## config.mk

```make
export PLATFORM = sky130hd
export DESIGN_NAME = adc_system_control_options
export DESIGN_NICKNAME = d
export VERILOG_FILES = /design/src/include/sysctl_pkg.sv /design/src/include/crc_if.sv /design/src/core/adc_system_control_options.sv /design/src/core/crc_accumulator.sv
export SDC_FILE = /design/constraint.sdc
export NUM_CORES = 1
export LEC_CHECK = 0
export BUFFER_PORTS_ARGS = -buffer_cell sky130_fd_sc_hd__buf_2
export CAP_MARGIN = 20
export CORE_MARGIN = 2
export CORE_UTILIZATION = 60
export CTS_BUF_LIST = sky130_fd_sc_hd__clkbuf_4
export DETAILED_ROUTE_END_ITERATION = 7
export PLACE_DENSITY = 0.86
export SLEW_MARGIN = 20
export SYNTH_ARGS = -nofsm -noshare
export SYNTH_HDL_FRONTEND = slang
export SYNTH_SLANG_ARGS = --single-unit
```

## constraint.sdc

```tcl
create_clock -name clock -period 6 [get_ports clock]
set_clock_uncertainty 0.2 [all_clocks]
set_input_delay 0.6 -clock clock [delete_from_list [all_inputs] [get_ports clock]]
set_output_delay 0.6 -clock clock [all_outputs]
set_load 0.005 [all_outputs]
```

## src/include/sysctl_pkg.sv

```systemverilog
// Constants, field layout and the CRC step shared by the system control block.
package sysctl_pkg;

    // ****************************************************************
    // Register map
    // ****************************************************************
    localparam int ADDR_WIDTH = 5;
    localparam logic [4:0] SYSCTL_ADDR = 5'h09;
    localparam logic [7:0] SYSCTL_RESET = 8'h10;
    localparam logic [7:0] UNMAPPED_READ = 8'h00;

    // ****************************************************************
    // Field positions
    // ****************************************************************
    localparam int MON_HI = 7;
    localparam int MON_LO = 5;
    localparam int CAL_HI = 4;
    localparam int CAL_LO = 3;
    localparam int TIMEOUT_BIT = 2;
    localparam int CRC_BIT = 1;
    localparam int STATUS_BIT = 0;

    // ****************************************************************
    // System monitor selections
    // ****************************************************************
    localparam logic [2:0] MON_OFF = 3'h0;
    localparam logic [2:0] MON_MID_SUPPLY = 3'h1;
    localparam logic [2:0] MON_TEMP = 3'h2;
    localparam logic [2:0] MON_ANALOG_DIV4 = 3'h3;
    localparam logic [2:0] MON_DIGITAL_DIV4 = 3'h4;
    localparam logic [2:0] MON_BURNOUT_LOW = 3'h5;
    localparam logic [2:0] MON_BURNOUT_MID = 3'h6;
    localparam logic [2:0] MON_BURNOUT_HIGH = 3'h7;

    // ****************************************************************
    // Calibration averaging counts, gain and burn-out codes
    // ****************************************************************
    localparam logic [4:0] CAL_COUNT_0 = 5'h01;
    localparam logic [4:0] CAL_COUNT_1 = 5'h04;
    localparam logic [4:0] CAL_COUNT_2 = 5'h08;
    localparam logic [4:0] CAL_COUNT_3 = 5'h10;
    localparam logic [2:0] GAIN_UNITY = 3'h0;
    localparam logic [1:0] BURNOUT_NONE = 2'h0;

    // ****************************************************************
    // Result framing and CRC
    // ****************************************************************
    localparam logic [7:0] CRC_POLY = 8'h07;
    localparam logic [7:0] CRC_INIT = 8'h00;

    typedef enum logic [2:0] {
        FR_IDLE,
        FR_STATUS,
        FR_BYTE2,
        FR_BYTE1,
        FR_BYTE0,
        FR_CRC
    } frame_state_type;

    function automatic logic [7:0] crc8_step(input logic [7:0] crc, input logic [7:0] data);
        logic [7:0] c;
        c = crc ^ data;
        for (int i = 0; i < 8; i++)
        begin
            c = c[7] ? ((c << 1) ^ CRC_POLY) : (c << 1);
        end
        return c;
    endfunction

endpackage

```

## src/include/crc_if.sv

```systemverilog
// Link between the result framer and its CRC accumulator.
`timescale 1ns/1ps
interface crc_if;
    logic clear;
    logic feed;
    logic [7:0] data;
    logic [7:0] crc;

    modport framer (output clear, output feed, output data, input crc);
    modport engine (input clear, input feed, input data, output crc);
endinterface

```

## src/core/adc_system_control_options.sv

```systemverilog
// System control register, monitor side effects and conversion result framing.
`timescale 1ns/1ps
module adc_system_control_options (
    input wire logic clock,
    input wire logic rst,
    input wire logic [4:0] regAddr,
    input wire logic [7:0] regWrData,
    input wire logic regWrite,
    input wire logic regRead,
    output logic [7:0] regRdData,
    output logic regRdValid,
    input wire logic [2:0] gainConfig,
    output logic [2:0] gainEffective,
    output logic muxOpen,
    output logic [4:0] calSampleCount,
    output logic timeoutEnable,
    output logic [1:0] burnoutLevel,
    input wire logic readStart,
    input wire logic [23:0] convData,
    input wire logic [7:0] convStatus,
    output logic [7:0] outByte,
    output logic outValid,
    output logic outLast,
    output logic busy
);
    // ****************************************************************
    // State
    // ****************************************************************
    typedef struct packed {
        logic [7:0] sysReg;
        logic [7:0] rdData;
        logic rdValid;
        logic [2:0] gain;
        logic muxOpen;
        logic [4:0] calCount;
        logic timeoutEn;
        logic [1:0] burnout;
        sysctl_pkg::frame_state_type frame;
        logic withStatus;
        logic withCrc;
        logic [7:0] statusByte;
        logic [23:0] data;
        logic [7:0] outByte;
        logic outValid;
        logic outLast;
        logic busy;
    } ctl_state_type;

    localparam ctl_state_type RESET_STATE = '{
        sysReg: sysctl_pkg::SYSCTL_RESET,
        rdData: 8'h00,
        rdValid: 1'b0,
        gain: 3'h0,
        muxOpen: 1'b0,
        calCount: sysctl_pkg::CAL_COUNT_2,
        timeoutEn: 1'b0,
        burnout: sysctl_pkg::BURNOUT_NONE,
        frame: sysctl_pkg::FR_IDLE,
        withStatus: 1'b0,
        withCrc: 1'b0,
        statusByte: 8'h00,
        data: 24'h000000,
        outByte: 8'h00,
        outValid: 1'b0,
        outLast: 1'b0,
        busy: 1'b0
    };

    ctl_state_type state_q;
    ctl_state_type state_d;
    crc_if crcLink ();

    crc_accumulator crcUnit (
        .clock(clock),
        .rst(rst),
        .link(crcLink)
    );

    // ****************************************************************
    // Next state
    // ****************************************************************
    always_comb
    begin
        logic [2:0] mon;
        mon = 3'h0;
        state_d = state_q;
        crcLink.clear = 1'b0;
        crcLink.feed = 1'b0;
        crcLink.data = 8'h00;

        if (regWrite && regAddr == sysctl_pkg::SYSCTL_ADDR)
        begin
            state_d.sysReg = regWrData;
        end
        state_d.rdValid = regRead;
        if (regRead)
        begin
            state_d.rdData = (regAddr == sysctl_pkg::SYSCTL_ADDR) ? state_q.sysReg
                : sysctl_pkg::UNMAPPED_READ;
        end

        // Side effects follow the value being stored, so they line up with the register.
        mon = state_d.sysReg[sysctl_pkg::MON_HI:sysctl_pkg::MON_LO];
        unique case (state_d.sysReg[sysctl_pkg::CAL_HI:sysctl_pkg::CAL_LO])
            2'h0: state_d.calCount = sysctl_pkg::CAL_COUNT_0;
            2'h1: state_d.calCount = sysctl_pkg::CAL_COUNT_1;
            2'h2: state_d.calCount = sysctl_pkg::CAL_COUNT_2;
            2'h3: state_d.calCount = sysctl_pkg::CAL_COUNT_3;
        endcase
        state_d.timeoutEn = state_d.sysReg[sysctl_pkg::TIMEOUT_BIT];
        state_d.muxOpen = (mon == sysctl_pkg::MON_MID_SUPPLY) || (mon == sysctl_pkg::MON_TEMP)
            || (mon == sysctl_pkg::MON_ANALOG_DIV4) || (mon == sysctl_pkg::MON_DIGITAL_DIV4);
        // The divide-by-4 supply monitors force unity gain; mid-supply and the temperature sensor keep the host's gain.
        state_d.gain = (mon == sysctl_pkg::MON_ANALOG_DIV4 || mon == sysctl_pkg::MON_DIGITAL_DIV4)
            ? sysctl_pkg::GAIN_UNITY : gainConfig;
        unique case (mon)
            sysctl_pkg::MON_BURNOUT_LOW: state_d.burnout = 2'h1;
            sysctl_pkg::MON_BURNOUT_MID: state_d.burnout = 2'h2;
            sysctl_pkg::MON_BURNOUT_HIGH: state_d.burnout = 2'h3;
            default: state_d.burnout = sysctl_pkg::BURNOUT_NONE;
        endcase

        // Framing options are latched at the start so a write mid-frame cannot tear it.
        state_d.outValid = 1'b0;
        state_d.outLast = 1'b0;
        unique case (state_q.frame)
            sysctl_pkg::FR_IDLE:
            begin
                if (readStart)
                begin
                    crcLink.clear = 1'b1;
                    state_d.withStatus = state_q.sysReg[sysctl_pkg::STATUS_BIT];
                    state_d.withCrc = state_q.sysReg[sysctl_pkg::CRC_BIT];
                    state_d.statusByte = convStatus;
                    state_d.data = convData;
                    state_d.frame = state_q.sysReg[sysctl_pkg::STATUS_BIT]
                        ? sysctl_pkg::FR_STATUS : sysctl_pkg::FR_BYTE2;
                end
            end
            sysctl_pkg::FR_STATUS:
            begin
                crcLink.feed = 1'b1;
                crcLink.data = state_q.statusByte;
                state_d.outByte = state_q.statusByte;
                state_d.outValid = 1'b1;
                state_d.frame = sysctl_pkg::FR_BYTE2;
            end
            sysctl_pkg::FR_BYTE2:
            begin
                crcLink.feed = 1'b1;
                crcLink.data = state_q.data[23:16];
                state_d.outByte = state_q.data[23:16];
                state_d.outValid = 1'b1;
                state_d.frame = sysctl_pkg::FR_BYTE1;
            end
            sysctl_pkg::FR_BYTE1:
            begin
                crcLink.feed = 1'b1;
                crcLink.data = state_q.data[15:8];
                state_d.outByte = state_q.data[15:8];
                state_d.outValid = 1'b1;
                state_d.frame = sysctl_pkg::FR_BYTE0;
            end
            sysctl_pkg::FR_BYTE0:
            begin
                crcLink.feed = 1'b1;
                crcLink.data = state_q.data[7:0];
                state_d.outByte = state_q.data[7:0];
                state_d.outValid = 1'b1;
                // CRC byte only when enabled, otherwise the frame ends here.
                state_d.outLast = !state_q.withCrc;
                state_d.frame = state_q.withCrc ? sysctl_pkg::FR_CRC : sysctl_pkg::FR_IDLE;
            end
            sysctl_pkg::FR_CRC:
            begin
                // The accumulator already holds the CRC of every byte sent.
                state_d.outByte = crcLink.crc;
                state_d.outValid = 1'b1;
                state_d.outLast = 1'b1;
                state_d.frame = sysctl_pkg::FR_IDLE;
            end
            default:
            begin
                state_d.frame = sysctl_pkg::FR_IDLE;
            end
        endcase
        // Busy has a flop of its own so the pin does not carry decode glitches.
        state_d.busy = (state_d.frame != sysctl_pkg::FR_IDLE);
    end

    always_ff @(posedge clock or posedge rst)
    begin
        if (rst)
        begin
            state_q <= RESET_STATE;
        end
        else
        begin
            state_q <= state_d;
        end
    end

    assign regRdData = state_q.rdData;
    assign regRdValid = state_q.rdValid;
    assign gainEffective = state_q.gain;
    assign muxOpen = state_q.muxOpen;
    assign calSampleCount = state_q.calCount;
    assign timeoutEnable = state_q.timeoutEn;
    assign burnoutLevel = state_q.burnout;
    assign outByte = state_q.outByte;
    assign outValid = state_q.outValid;
    assign outLast = state_q.outLast;
    assign busy = state_q.busy;

    logic [2:0] monNow;
    logic [7:0] expectCrc;
    logic startIdle;
    assign monNow = state_q.sysReg[sysctl_pkg::MON_HI:sysctl_pkg::MON_LO];
    assign startIdle = readStart && !busy;
    assign expectCrc = sysctl_pkg::crc8_step(sysctl_pkg::crc8_step(sysctl_pkg::crc8_step(
        state_q.withStatus ? sysctl_pkg::crc8_step(sysctl_pkg::CRC_INIT, state_q.statusByte)
        : sysctl_pkg::CRC_INIT, state_q.data[23:16]), state_q.data[15:8]), state_q.data[7:0]);
endmodule

```

## src/core/crc_accumulator.sv

```systemverilog
// Running CRC-8 over the bytes of one framed conversion result.
`timescale 1ns/1ps
module crc_accumulator (
    input wire logic clock,
    input wire logic rst,
    crc_if.engine link
);
    typedef struct packed {
        logic [7:0] crc;
    } crc_state_type;

    crc_state_type state_q;
    crc_state_type state_d;

    always_comb
    begin
        state_d = state_q;
        if (link.clear)
        begin
            state_d.crc = sysctl_pkg::CRC_INIT;
        end
        else if (link.feed)
        begin
            state_d.crc = sysctl_pkg::crc8_step(state_q.crc, link.data);
        end
    end

    always_ff @(posedge clock or posedge rst)
    begin
        if (rst)
        begin
            state_q <= '{crc: sysctl_pkg::CRC_INIT};
        end
        else
        begin
            state_q <= state_d;
        end
    end

    assign link.crc = state_q.crc;
endmodule

```

# [After elaboration in Yosys (flattened, before gate mapping)]
# Cells that the tools add are included.
[totals] reg_bits=85 in_bits=53 output_inout_bits=32
[classes] n_eq_ne=16 n_mux=25 bitwise_logic=9 reduce_logical=13
[op_table] op="one-hot mux 9 bit (5 select lines)" count=1
[op_table] op="2-to-1 mux 37 bit" count=1
[op_table] op="2-to-1 mux 8 bit" count=4
[op_table] op="one-hot mux 8 bit (4 select lines)" count=1
[op_table] op="2-to-1 mux 3 bit" count=10
[op_table] op="inverter 3 bit" count=8
[op_table] op="one-hot mux 5 bit (4 select lines)" count=1
[op_table] op="equality test 3 bit (second input constant)" count=6
[op_table] op="one-hot mux 3 bit (5 select lines)" count=1
[op_table] op="equality test 3 x 2 -> 1 bit (second input constant)" count=4
[op_table] op="XOR 8 bit" count=1
[op_table] op="equality test 3 x 1 -> 1 bit (second input constant)" count=2
[op_table] op="one-hot mux 2 bit (3 select lines)" count=1
[op_table] op="equality test 5 x 4 -> 1 bit (second input constant)" count=1
[op_table] op="nonzero test 5 bit" count=1
[op_table] op="equality test 2 bit (second input constant)" count=2
[op_table] op="logical OR 1 bit" count=4
[op_table] op="OR reduction 4 bit" count=1
[op_table] op="zero test 3 bit" count=1
[op_table] op="2-to-1 mux 1 bit" count=3
[op_table] op="nonzero test 3 bit" count=1
[op_table] op="equality test 2 x 1 -> 1 bit (second input constant)" count=1
[op_table] op="zero test 2 bit" count=1
[op_table] op="2-to-1 mux 2 bit" count=1
[op_table] op="other kinds (5)" count=5

# [Logic depth before layout (Yosys ltp)]
# Gate-level depths: netlist of the first run.
[depth] ltp_word=21 depth_mapped=10 ltp_nobuf=7

# [Modules after synthesis]
# From an unflattened synthesis of the first run, not the netlist that was laid out.
[hier_totals] hier_cells=357 hier_area_um2=4151.5
[modules_own_cells] module="adc_system_control_options" n_inst=1 cells_each=301 area_each_um2=3523.4 seq_area_each_um2=1854.3
[modules_own_cells] module="crc_accumulator" n_inst=1 cells_each=56 area_each_um2=628.1 seq_area_each_um2=200.2

# [Least setup slack after synthesis of the first run]
# Ideal clock, no wire load.
[synth_timing] kind="flip-flop to flip-flop" startpoint="register state_q[46] (netlist name)" endpoint="register crcUnit.state_q, in the netlist crcUnit.link.crc[3]" setup_ps=73 arrival_ps=2047 t_required_ps=5727 setup_slack_ps=3680 path_stages_with_launch=9 path_buffers=1 path_cell_list="dfrtp_1 -> buf_6 -> mux2_1 -> a211oi_2 -> mux2i_1 -> xor2_1 -> xnor2_1 -> nand3_1 -> a2bb2oi_2"
[synth_via] elab_chain_cells=10 elab_cells_between_ends=20
[synth_rtl] element="start: declaration" line_no="adc_system_control_options.sv:69" text="ctl_state_type state_q;"
[synth_rtl] element="start signal: assignment" line_no="adc_system_control_options.sv:199" text="state_q <= state_d;"
[synth_rtl] element="equality test 3 bit, or another cell as far along" line_no="adc_system_control_options.sv:126" text="unique case (state_q.frame)"
[synth_rtl] element="one-hot mux 8 bit (4 select lines)" line_no="adc_system_control_options.sv:126"
[synth_rtl] element="XOR 8 bit" line_no="sysctl_pkg.sv:62" text="c = crc ^ data;"
[synth_rtl] element="2-to-1 mux 3 bit" line_no="sysctl_pkg.sv:65" text="c = c[7] ? ((c << 1) ^ CRC_POLY) : (c << 1);"
[synth_rtl] element="inverter 3 bit (no line)"
[synth_rtl] element="2-to-1 mux 3 bit" line_no="sysctl_pkg.sv:65"
[synth_rtl] element="inverter 3 bit (no line)"
[synth_rtl] element="2-to-1 mux 3 bit" line_no="sysctl_pkg.sv:65"
[synth_rtl] element="2-to-1 mux 8 bit" line_no="crc_accumulator.sv:22" text="else if (link.feed)"
[synth_rtl] element="2-to-1 mux 8 bit" line_no="crc_accumulator.sv:18" text="if (link.clear)"
[synth_rtl] element="end signal: assignment" line_no="crc_accumulator.sv:32" text="state_q <= '{crc: sysctl_pkg::CRC_INIT};"
[synth_rtl] element="end signal: assignment" line_no="crc_accumulator.sv:36" text="state_q <= state_d;"
[synth_rtl] element="end: declaration" line_no="crc_accumulator.sv:12" text="crc_state_type state_q;"
# Several ways; a longest one is shown, not always the timed one. The select of a mux whose other input is x is not followed.
# A chain may end at the register's enable or synchronous reset.

# [Worst setup path in the final report of the first run]
[layout_timing] startpoint="register state_q[46] (netlist name)" endpoint="register crcUnit.state_q, in the netlist crcUnit.link.crc[7]"
# The elaborated chain is that of the path after synthesis.

==> reports/qor.yml, run 1 <==
run_status:
  status: "completed"
synth:
  netlist_instances: 342
  yosysSeqAreaShare: 0.502
  ys_ff_latch: 82
  synth_ff_type: "dfrtp_1"
  synth_area_leaders: "dfrtp_1 (49%), mux2_2 (11%), buf_4 (4.8%)"
  syn_area_sq_um: 4090
  async_reset_ff_frac: 1.00
  synth_edf_count: 0
  synth.largest_area_cell: "dfrtp_1"
  syn-num-nets: 396
  synth_top_cell_area_share: 0.490
  ys_types: 50
  syn_avg_cell_area_sq_um: 12.0
  ys_warn_count: 0
timing:
  slew_headroom: 0.377
  setup_ws_ns: 2.89
  drv_slew: 0
  rsz0062_at_grt: "no"
  fin_tns_setup_ns: 0
  worst_pin_slew_ns: 0.935
  fmax_mhz: 321
  setup_violations: 0
  timing.hold.ws_ns: 0.150
  period_needed_ns: 3.11
  hold_violations: 0
  period_share: 0.519
floorplanning:
  die_h_microns: 86.6
  die_area_sq_um: 7490
  ios: 85
  die_x_microns: 86.6
  core_sq_um: 6680
  start_util: 0.612
  rows: 30
clock_tree:
  cts_buffer_depth: 2
  clock_latency_ns: 0.42
  cts_tree: "built"
  cts_root_buffer: "clkbuf_4"
  cts.sinks: 82
  cts.clk_slew.worst_paths_ns: 0.13
  cts_hold_buf: 0
  cts_buffers: 9
  cts_setup_buffers: 0
  htree_levels: 3
  cts_resized: 0
critical_path:
  worst_path_max_delay_cell: "dfrtp_1"
  worstPathRequired_ns: 6.16
  critPathKind: "reg2reg"
  crit_path_start_kind: "flop"
  cp_data_arrival_time_ns: 3.27
  worstSetupEndpointType: "flop"
  path_buf_inv: 0
  worstPathCellList: "mux2_2 -> a211oi_2 -> xnor2_1 -> xnor3_1 -> xor2_1 -> or3_1 -> nand3_1"
  crit_family: "flip-flops"
  max_stage_delay_ns: 0.98
  critical_path.max_fanout: 30
routing:
  drtIter0Drc: 154
  vias: 2617
  firstDrtPassIters: 5
  wirelength_microns: 7530
  post-route-drc-count: 0
  wire_per_inst_microns: 15.6
  final_antenna_net_count: 0
  routed_via_density: 5.41
final_layout:
  nNetsFinal: 453
  instances_no_fill: 484
  drive_gt1_frac: 0.406
  area_growth_pct: 11.3
  antennaDiodeCount: 0
power:
  power_switching_mw: 1.10
  power_density_nw_per_um2: 647
  comb_power_share: 0.533
  p_leak_nw: 2.23
  max-vdd-ir-drop_v: 0.000317
  switching_share: 0.374
  intPower_mw: 1.84
  clkPwrFrac: 0.138
  p_seq_frac: 0.329
worst_hold_path:
  min_path_type: "in2async"
global_routing:
  grt_max_degree: 83
  overflow: 0
  grt_pass1_vias: 2660
  grt_use_total: 0.219
  antenna_found_initial: 0
  grt_pass1_wl_microns: 12700
place:
  dp_hpwl_microns: 5340
  routabilityCongestion: 0.802
  preCtsSetupSlack_ns: 2.94
  dpl.cell_count: 468
  numPortBuffers: 83
job:
  max_cap_violations: 0
==> cell usage in the layout (no fill, tap or decap), types with 3 or more instances in the layout <==
cell type,count
a21o_1,3
bufinv_16,3
nand3_1,5
and2_1,6
o21ai_0,8
mux2i_1,6
dfrtp_1,80
a21oi_1,7
nor2_1,8
nor4bb_1,4
xor2_1,4
xnor2_1,14
nand2_1,33
inv_1,14
nor2b_1,6
buf_2,83
mux2_2,39
nand3b_1,6
or3_1,3
clkbuf_4,11
a211oi_2,3
a22o_1,8
mux2_4,3
and4bb_1,4
==> layer usage <==
metal  GRT usage  up-vias  part of all wire  wire, microns
met2       0.352       63              0.50           3790
li1            -     1259                 -              -
met1       0.296     1280              0.44           3290
met3      0.0362       15             0.041            310
met4      0.0966        0             0.018            137
met5           0        -                 0              0
==> Yosys cell counts, types with 4 or more instances <==
cell / number
dfrtp_1: 80
mux2_2: 39
nand2_1: 33
buf_4: 26
inv_1: 15
xnor2_1: 14
a22o_1: 8
nor2_1: 8
o21ai_0: 8
a21oi_1: 7
and2_1: 6
buf_2: 6
mux2i_1: 6
nand3b_1: 6
nor2b_1: 6
clkbuf_1: 5
nand3_1: 5
and4bb_1: 4
nor4bb_1: 4
xor2_1: 4
==> kinds of logic (layout without fill, tap and decap cells) <==
| kind of cell | Yosys count | count (layout) | share of synthesized area |
|---|---|---|---|
| buffers and inverters | 54 | 116 | 0.0789 |
| other | 1 | 1 | 0.000917 |
| DFF | 82 | 82 | 0.502 |
| and+or+nand+nor | 91 | 91 | 0.132 |
| adders and majority gates | 1 | 1 | 0.00306 |
| xor gates and xnor gates | 21 | 21 | 0.0535 |
| muxes | 49 | 49 | 0.136 |
| AOI/OAI and AO/OA | 43 | 43 | 0.0933 |
==> layout make-up <==
cell class / count / area (sq um)
fill: 518 / 2130
clock buffer: 11 / 82.6
tap: 80 / 100
sequential: 82 / 2050
timing repair buffer: 85 / 434
multi-input combinational: 206 / 1720
inverter: 15 / 57.6
clock inverter: 5 / 103
==> worst register-to-register path, delay by kind of cell (launching register included) <==
family	cells	cell delay [ns]
and+or+nand+nor	2	0.42
AOI/OAI and AO/OA	1	0.30
xor gates and xnor gates	3	0.72
DFF	1	0.98
muxes	1	0.43
==> power by group through the flow <==
| stage | sequential [mW] | clock [mW] | combinational [mW] |
|---|---|---|---|
| 2_1_floorplan | 0.883 | 0 | 1.41 |
| 3_3_place_gp | 0.966 | 0 | 1.50 |
| 3_5_place_dp | 0.979 | 0 | 1.57 |
| 4_1_cts | 0.969 | 0.417 | 1.58 |
| 5_1_grt | 1.00 | 0.440 | 1.73 |
| 6_report | 0.969 | 0.407 | 1.57 |
==> final timing paths <==
path | start | end | slack, ns | cells after the start
setup / recovery | state_q[46]$_DFF_PP0_ | crcUnit.link.crc[7]$_DFFE_PP0P_ | 2.89 | 7
hold / removal | rst | outByte[2]$_DFFE_PP0P_ | 0.15 | 3
setup reg to reg | state_q[46]$_DFF_PP0_ | crcUnit.link.crc[7]$_DFFE_PP0P_ | 2.89 | 7
hold reg to reg | state_q[72]$_DFF_PP0_ | regRdData[3]$_DFFE_PP0P_ | 0.30 | 2
max in group asynchronous | rst | state_q[36]$_DFFE_PP0P_ | 4.95 | 3
min in group clock | gainConfig[1] | gainEffective[1]$_DFF_PP0_ | 0.17 | 2
==> per-stage QoR <==
| step | total power, mW | util | area [sq um] |
|---|---|---|---|
| 4_1_cts | 2.96 | 0.680 | 4550 |
| 2_1_floorplan | 2.30 | - | 4090 |
| 6_report | 2.94 | 0.681 | 4550 |
| 3_5_place_dp | 2.55 | 0.653 | 4360 |
| 5_1_grt | 3.17 | 0.681 | 4550 |
| 3_3_place_gp | 2.47 | 0.653 | 4360 |
==> sequential cells by signal, summed over array words and instances (netlist names), 2 cells and up <==
register,cells
gainEffective,3
regRdData,8
outByte,8
burnoutLevel,2
calSampleCount,4
state_q,41
monNow,3
crcUnit.link.crc,8
No activity file was read; power rests on OpenSTA's default activity.
==> run 2: changes to the inputs <==
Settings changed: CORE_UTILIZATION 60 to 57, PLACE_DENSITY 0.86 to 0.83.
Clock period 6 ns to 3.1 ns, I/O delays scaled along.
==> run 2 against run 1 <==
Effect of this change: total power is 88% higher; via count rose by 9.3%; design area grew 9.2%; final cell count increased by 13%; sequential share of layout area fell by 3.8 points; core utilization is 4.2 points higher; worst hold slack worse by 0.10 ns; critical endpoint is now crcUnit.link.crc[3]$_DFFE_PP0P_; highest routed layer unchanged.
==> reports/qor.yml, run 2 (synthesized netlist as in run 1, its figures left out) <==
run_status:
  status: "completed"  # unchanged
timing:
  setup_ws_ns: 0.318  # was 2.89 ns
  period_share: 0.897  # was 0.519
  drv_slew: 0  # unchanged
  fin_tns_setup_ns: 0  # unchanged
  rsz0062_at_grt: "no"  # unchanged
  hold_violations: 0  # unchanged
  worst_pin_slew_ns: 0.653  # was 0.935 ns
  slew_headroom: 0.561  # was 0.377
  setup_violations: 0  # unchanged
  period_needed_ns: 2.78  # was 3.11 ns
  fmax_mhz: 359  # was 321 MHz
global_routing:
  antenna_found_initial: 0  # unchanged
  top_usage_layer: "met2"  # unchanged
  grt_pass1_vias: 2855  # was 2,660
  grt_use_total: 0.231  # was 0.219
  grt_max_degree: 36  # was 83
  overflow: 0  # unchanged
  use_met1: 0.302  # was 0.296
  met3_usage: 0.0522  # was 0.0362
  met2_usage: 0.387  # was 0.352
  grt_pass1_wl_microns: 13700  # was 12,700 microns
critical_path:
  max_stage_delay_ns: 0.68  # was 0.98 ns
  worst_path_max_delay_cell: "dfrtp_1"  # unchanged
  worstPathRequired_ns: 3.25  # was 6.16 ns
  cp_data_arrival_time_ns: 2.93  # was 3.27 ns
  worstPathCellList: "buf_4 -> mux2_4 -> a211oi_4 -> xnor2_1 -> xor2_1 -> xnor2_1 -> nand3_1 -> a2bb2oi_2"  # was mux2_2 -> a211oi_2 -> xnor2_1 -> xnor3_1 -> xor2_1 -> or3_1 -> nand3_1
  worstSetupEndpointType: "flop"  # unchanged
  cpMostUsedCell: "xnor2_1"
  crit_path_start_kind: "flop"  # unchanged
  path_buf_inv: 1  # was 0
  crit_family: "flip-flops"  # unchanged
  critPathKind: "reg2reg"  # unchanged
  critical_path.max_fanout: 16  # was 30
place:
  dp_hpwl_microns: 5600  # was 5340 microns
  routabilityCongestion: 0.818  # was 0.802
  numPortBuffers: 83  # unchanged
  preCtsSetupSlack_ns: 0.347  # was 2.94 ns
routing:
  wirelength_microns: 8280  # was 7530 microns
  final_antenna_net_count: 0  # unchanged
  routed_via_density: 5.21  # was 5.41
  drtIter0Drc: 146  # was 154
  vias: 2860  # was 2,617
  post-route-drc-count: 0  # unchanged
  firstDrtPassIters: 4  # was 5
  wire_per_inst_microns: 15.1  # was 15.6 microns
floorplanning:
  core_sq_um: 6870  # was 6680 sq um
  die_h_microns: 88.7  # was 86.6 microns
  start_util: 0.595  # was 0.612
  die_area_sq_um: 7870  # was 7490 sq um
  die_x_microns: 88.7  # was 86.6 microns
  rows: 30  # unchanged
  ios: 85  # unchanged
clock_tree:
  cts.clk_slew.worst_paths_ns: 0.11  # was 0.13 ns
  cts_tree: "built"  # unchanged
  cts_buffers: 9  # unchanged
  cts.sinks: 82  # unchanged
  htree_levels: 3  # unchanged
  cts_resized: 0  # unchanged
  clock_latency_ns: 0.43  # was 0.42 ns
  cts_buffer_depth: 2  # unchanged
  cts_root_buffer: "clkbuf_4"  # unchanged
job:
  max_cap_violations: 0  # unchanged
final_layout:
  multi_input_area_sq_um: 1720  # unchanged
  antennaDiodeCount: 0  # unchanged
  largest_register_ffs: 41  # unchanged
  final_common_cell: "buf_2"  # unchanged
  drive_gt1_frac: 0.371  # was 0.406
  regMostFlops: "state_q"  # unchanged
  area_growth_pct: 21.5  # was 11.3%
  regArea_sq_um: 2050  # unchanged
  fillers: 476  # was 518
  layout_common_cells: "buf_2 (83), dfrtp_1 (80), dlygate4sd3_1 (44), mux2_2 (39), nand2_1 (33)"  # was buf_2 (83), dfrtp_1 (80), mux2_2 (39), nand2_1 (33)
  nNetsFinal: 502  # was 453
worst_hold_path:
  min_path_type: "in2reg"  # was in2async
power:
  p_leak_nw: 2.40  # was 2.23 nW
  power_density_nw_per_um2: 1110  # was 647 nW/um^2
  max-vdd-ir-drop_v: 0.000686  # was 0.000317 V
run 2: changes by cell type in the layout (fill, tap and decap cells not counted), sizes merged:
cell / change
inv: -1
dlygate4sd3: +44
clkbuf: -1
clkinv: +5
buf: +5
bufinv: -3
run 2: worst paths after layout:
kind	start	to	slack, ns	depth (start not counted)
setup / recovery	state_q[46]$_DFF_PP0_	crcUnit.link.crc[3]$_DFFE_PP0P_	0.32	8
hold / removal	regWrData[7]	monNow[2]$_DFF_PP0_	0.05	3
setup reg to reg	state_q[46]$_DFF_PP0_	crcUnit.link.crc[3]$_DFFE_PP0P_	0.32	8
hold reg to reg	monNow[1]$_DFF_PP0_	regRdData[6]$_DFFE_PP0P_	0.29	2
max in group asynchronous	rst	calSampleCount[3]$_DFF_PP1_	1.70	4
min in group asynchronous	rst	outByte[6]$_DFFE_PP0P_	0.20	3
run 2: report_power, final:
part | internal [mW] | switching (mW)
sequential | 1.50 | 0.342
clock | 0.169 | 0.347
combinational | 1.71 | 1.47
total | 3.38 | 2.16
run 2: final cells by class:
cell class                 count  share of cell area
sequential                    82               0.413
multi-input combinational    206               0.346
timing repair buffer         134               0.183
tap                           96              0.0242
clock buffer                  10              0.0151
inverter                      15              0.0116
clock inverter                 6             0.00705
run 2: worst reg2reg max path: stages, from the launching register on:
cell and delay, ns:
dfrtp_1 0.68, buf_4 0.29, mux2_4 0.33, a211oi_4 0.31, xnor2_1 0.23, xor2_1 0.24
xnor2_1 0.16, nand3_1 0.12, a2bb2oi_2 0.16
run 2: per-layer routing:
layer | routed length (microns) | vias up
met3 | 376 | 12
met1 | 3560 | 1397
li1 | - | 1374
met2 | 4240 | 77
met4 | 109 | 0
met5 | 0 | -
run 2: per-stage QoR:
step	hold slack (ns)	cells	power [mW]	utilization	instance area, sq um
after floorplan	0.141	342	4.44	-	4090
after global placement	0.107	489	4.81	0.643	4420
after detailed placement	0.108	489	4.99	0.643	4420
after CTS	0.0235	549	5.54	0.723	4970
after global routing	0.0521	549	5.96	0.723	4970
final	0.0472	549	5.53	0.723	4970
run 2: timing repair:
action,in CTS,in global routing
hold buffers,44,0
hold endpoints to repair,76,0
setup buffers,0,0
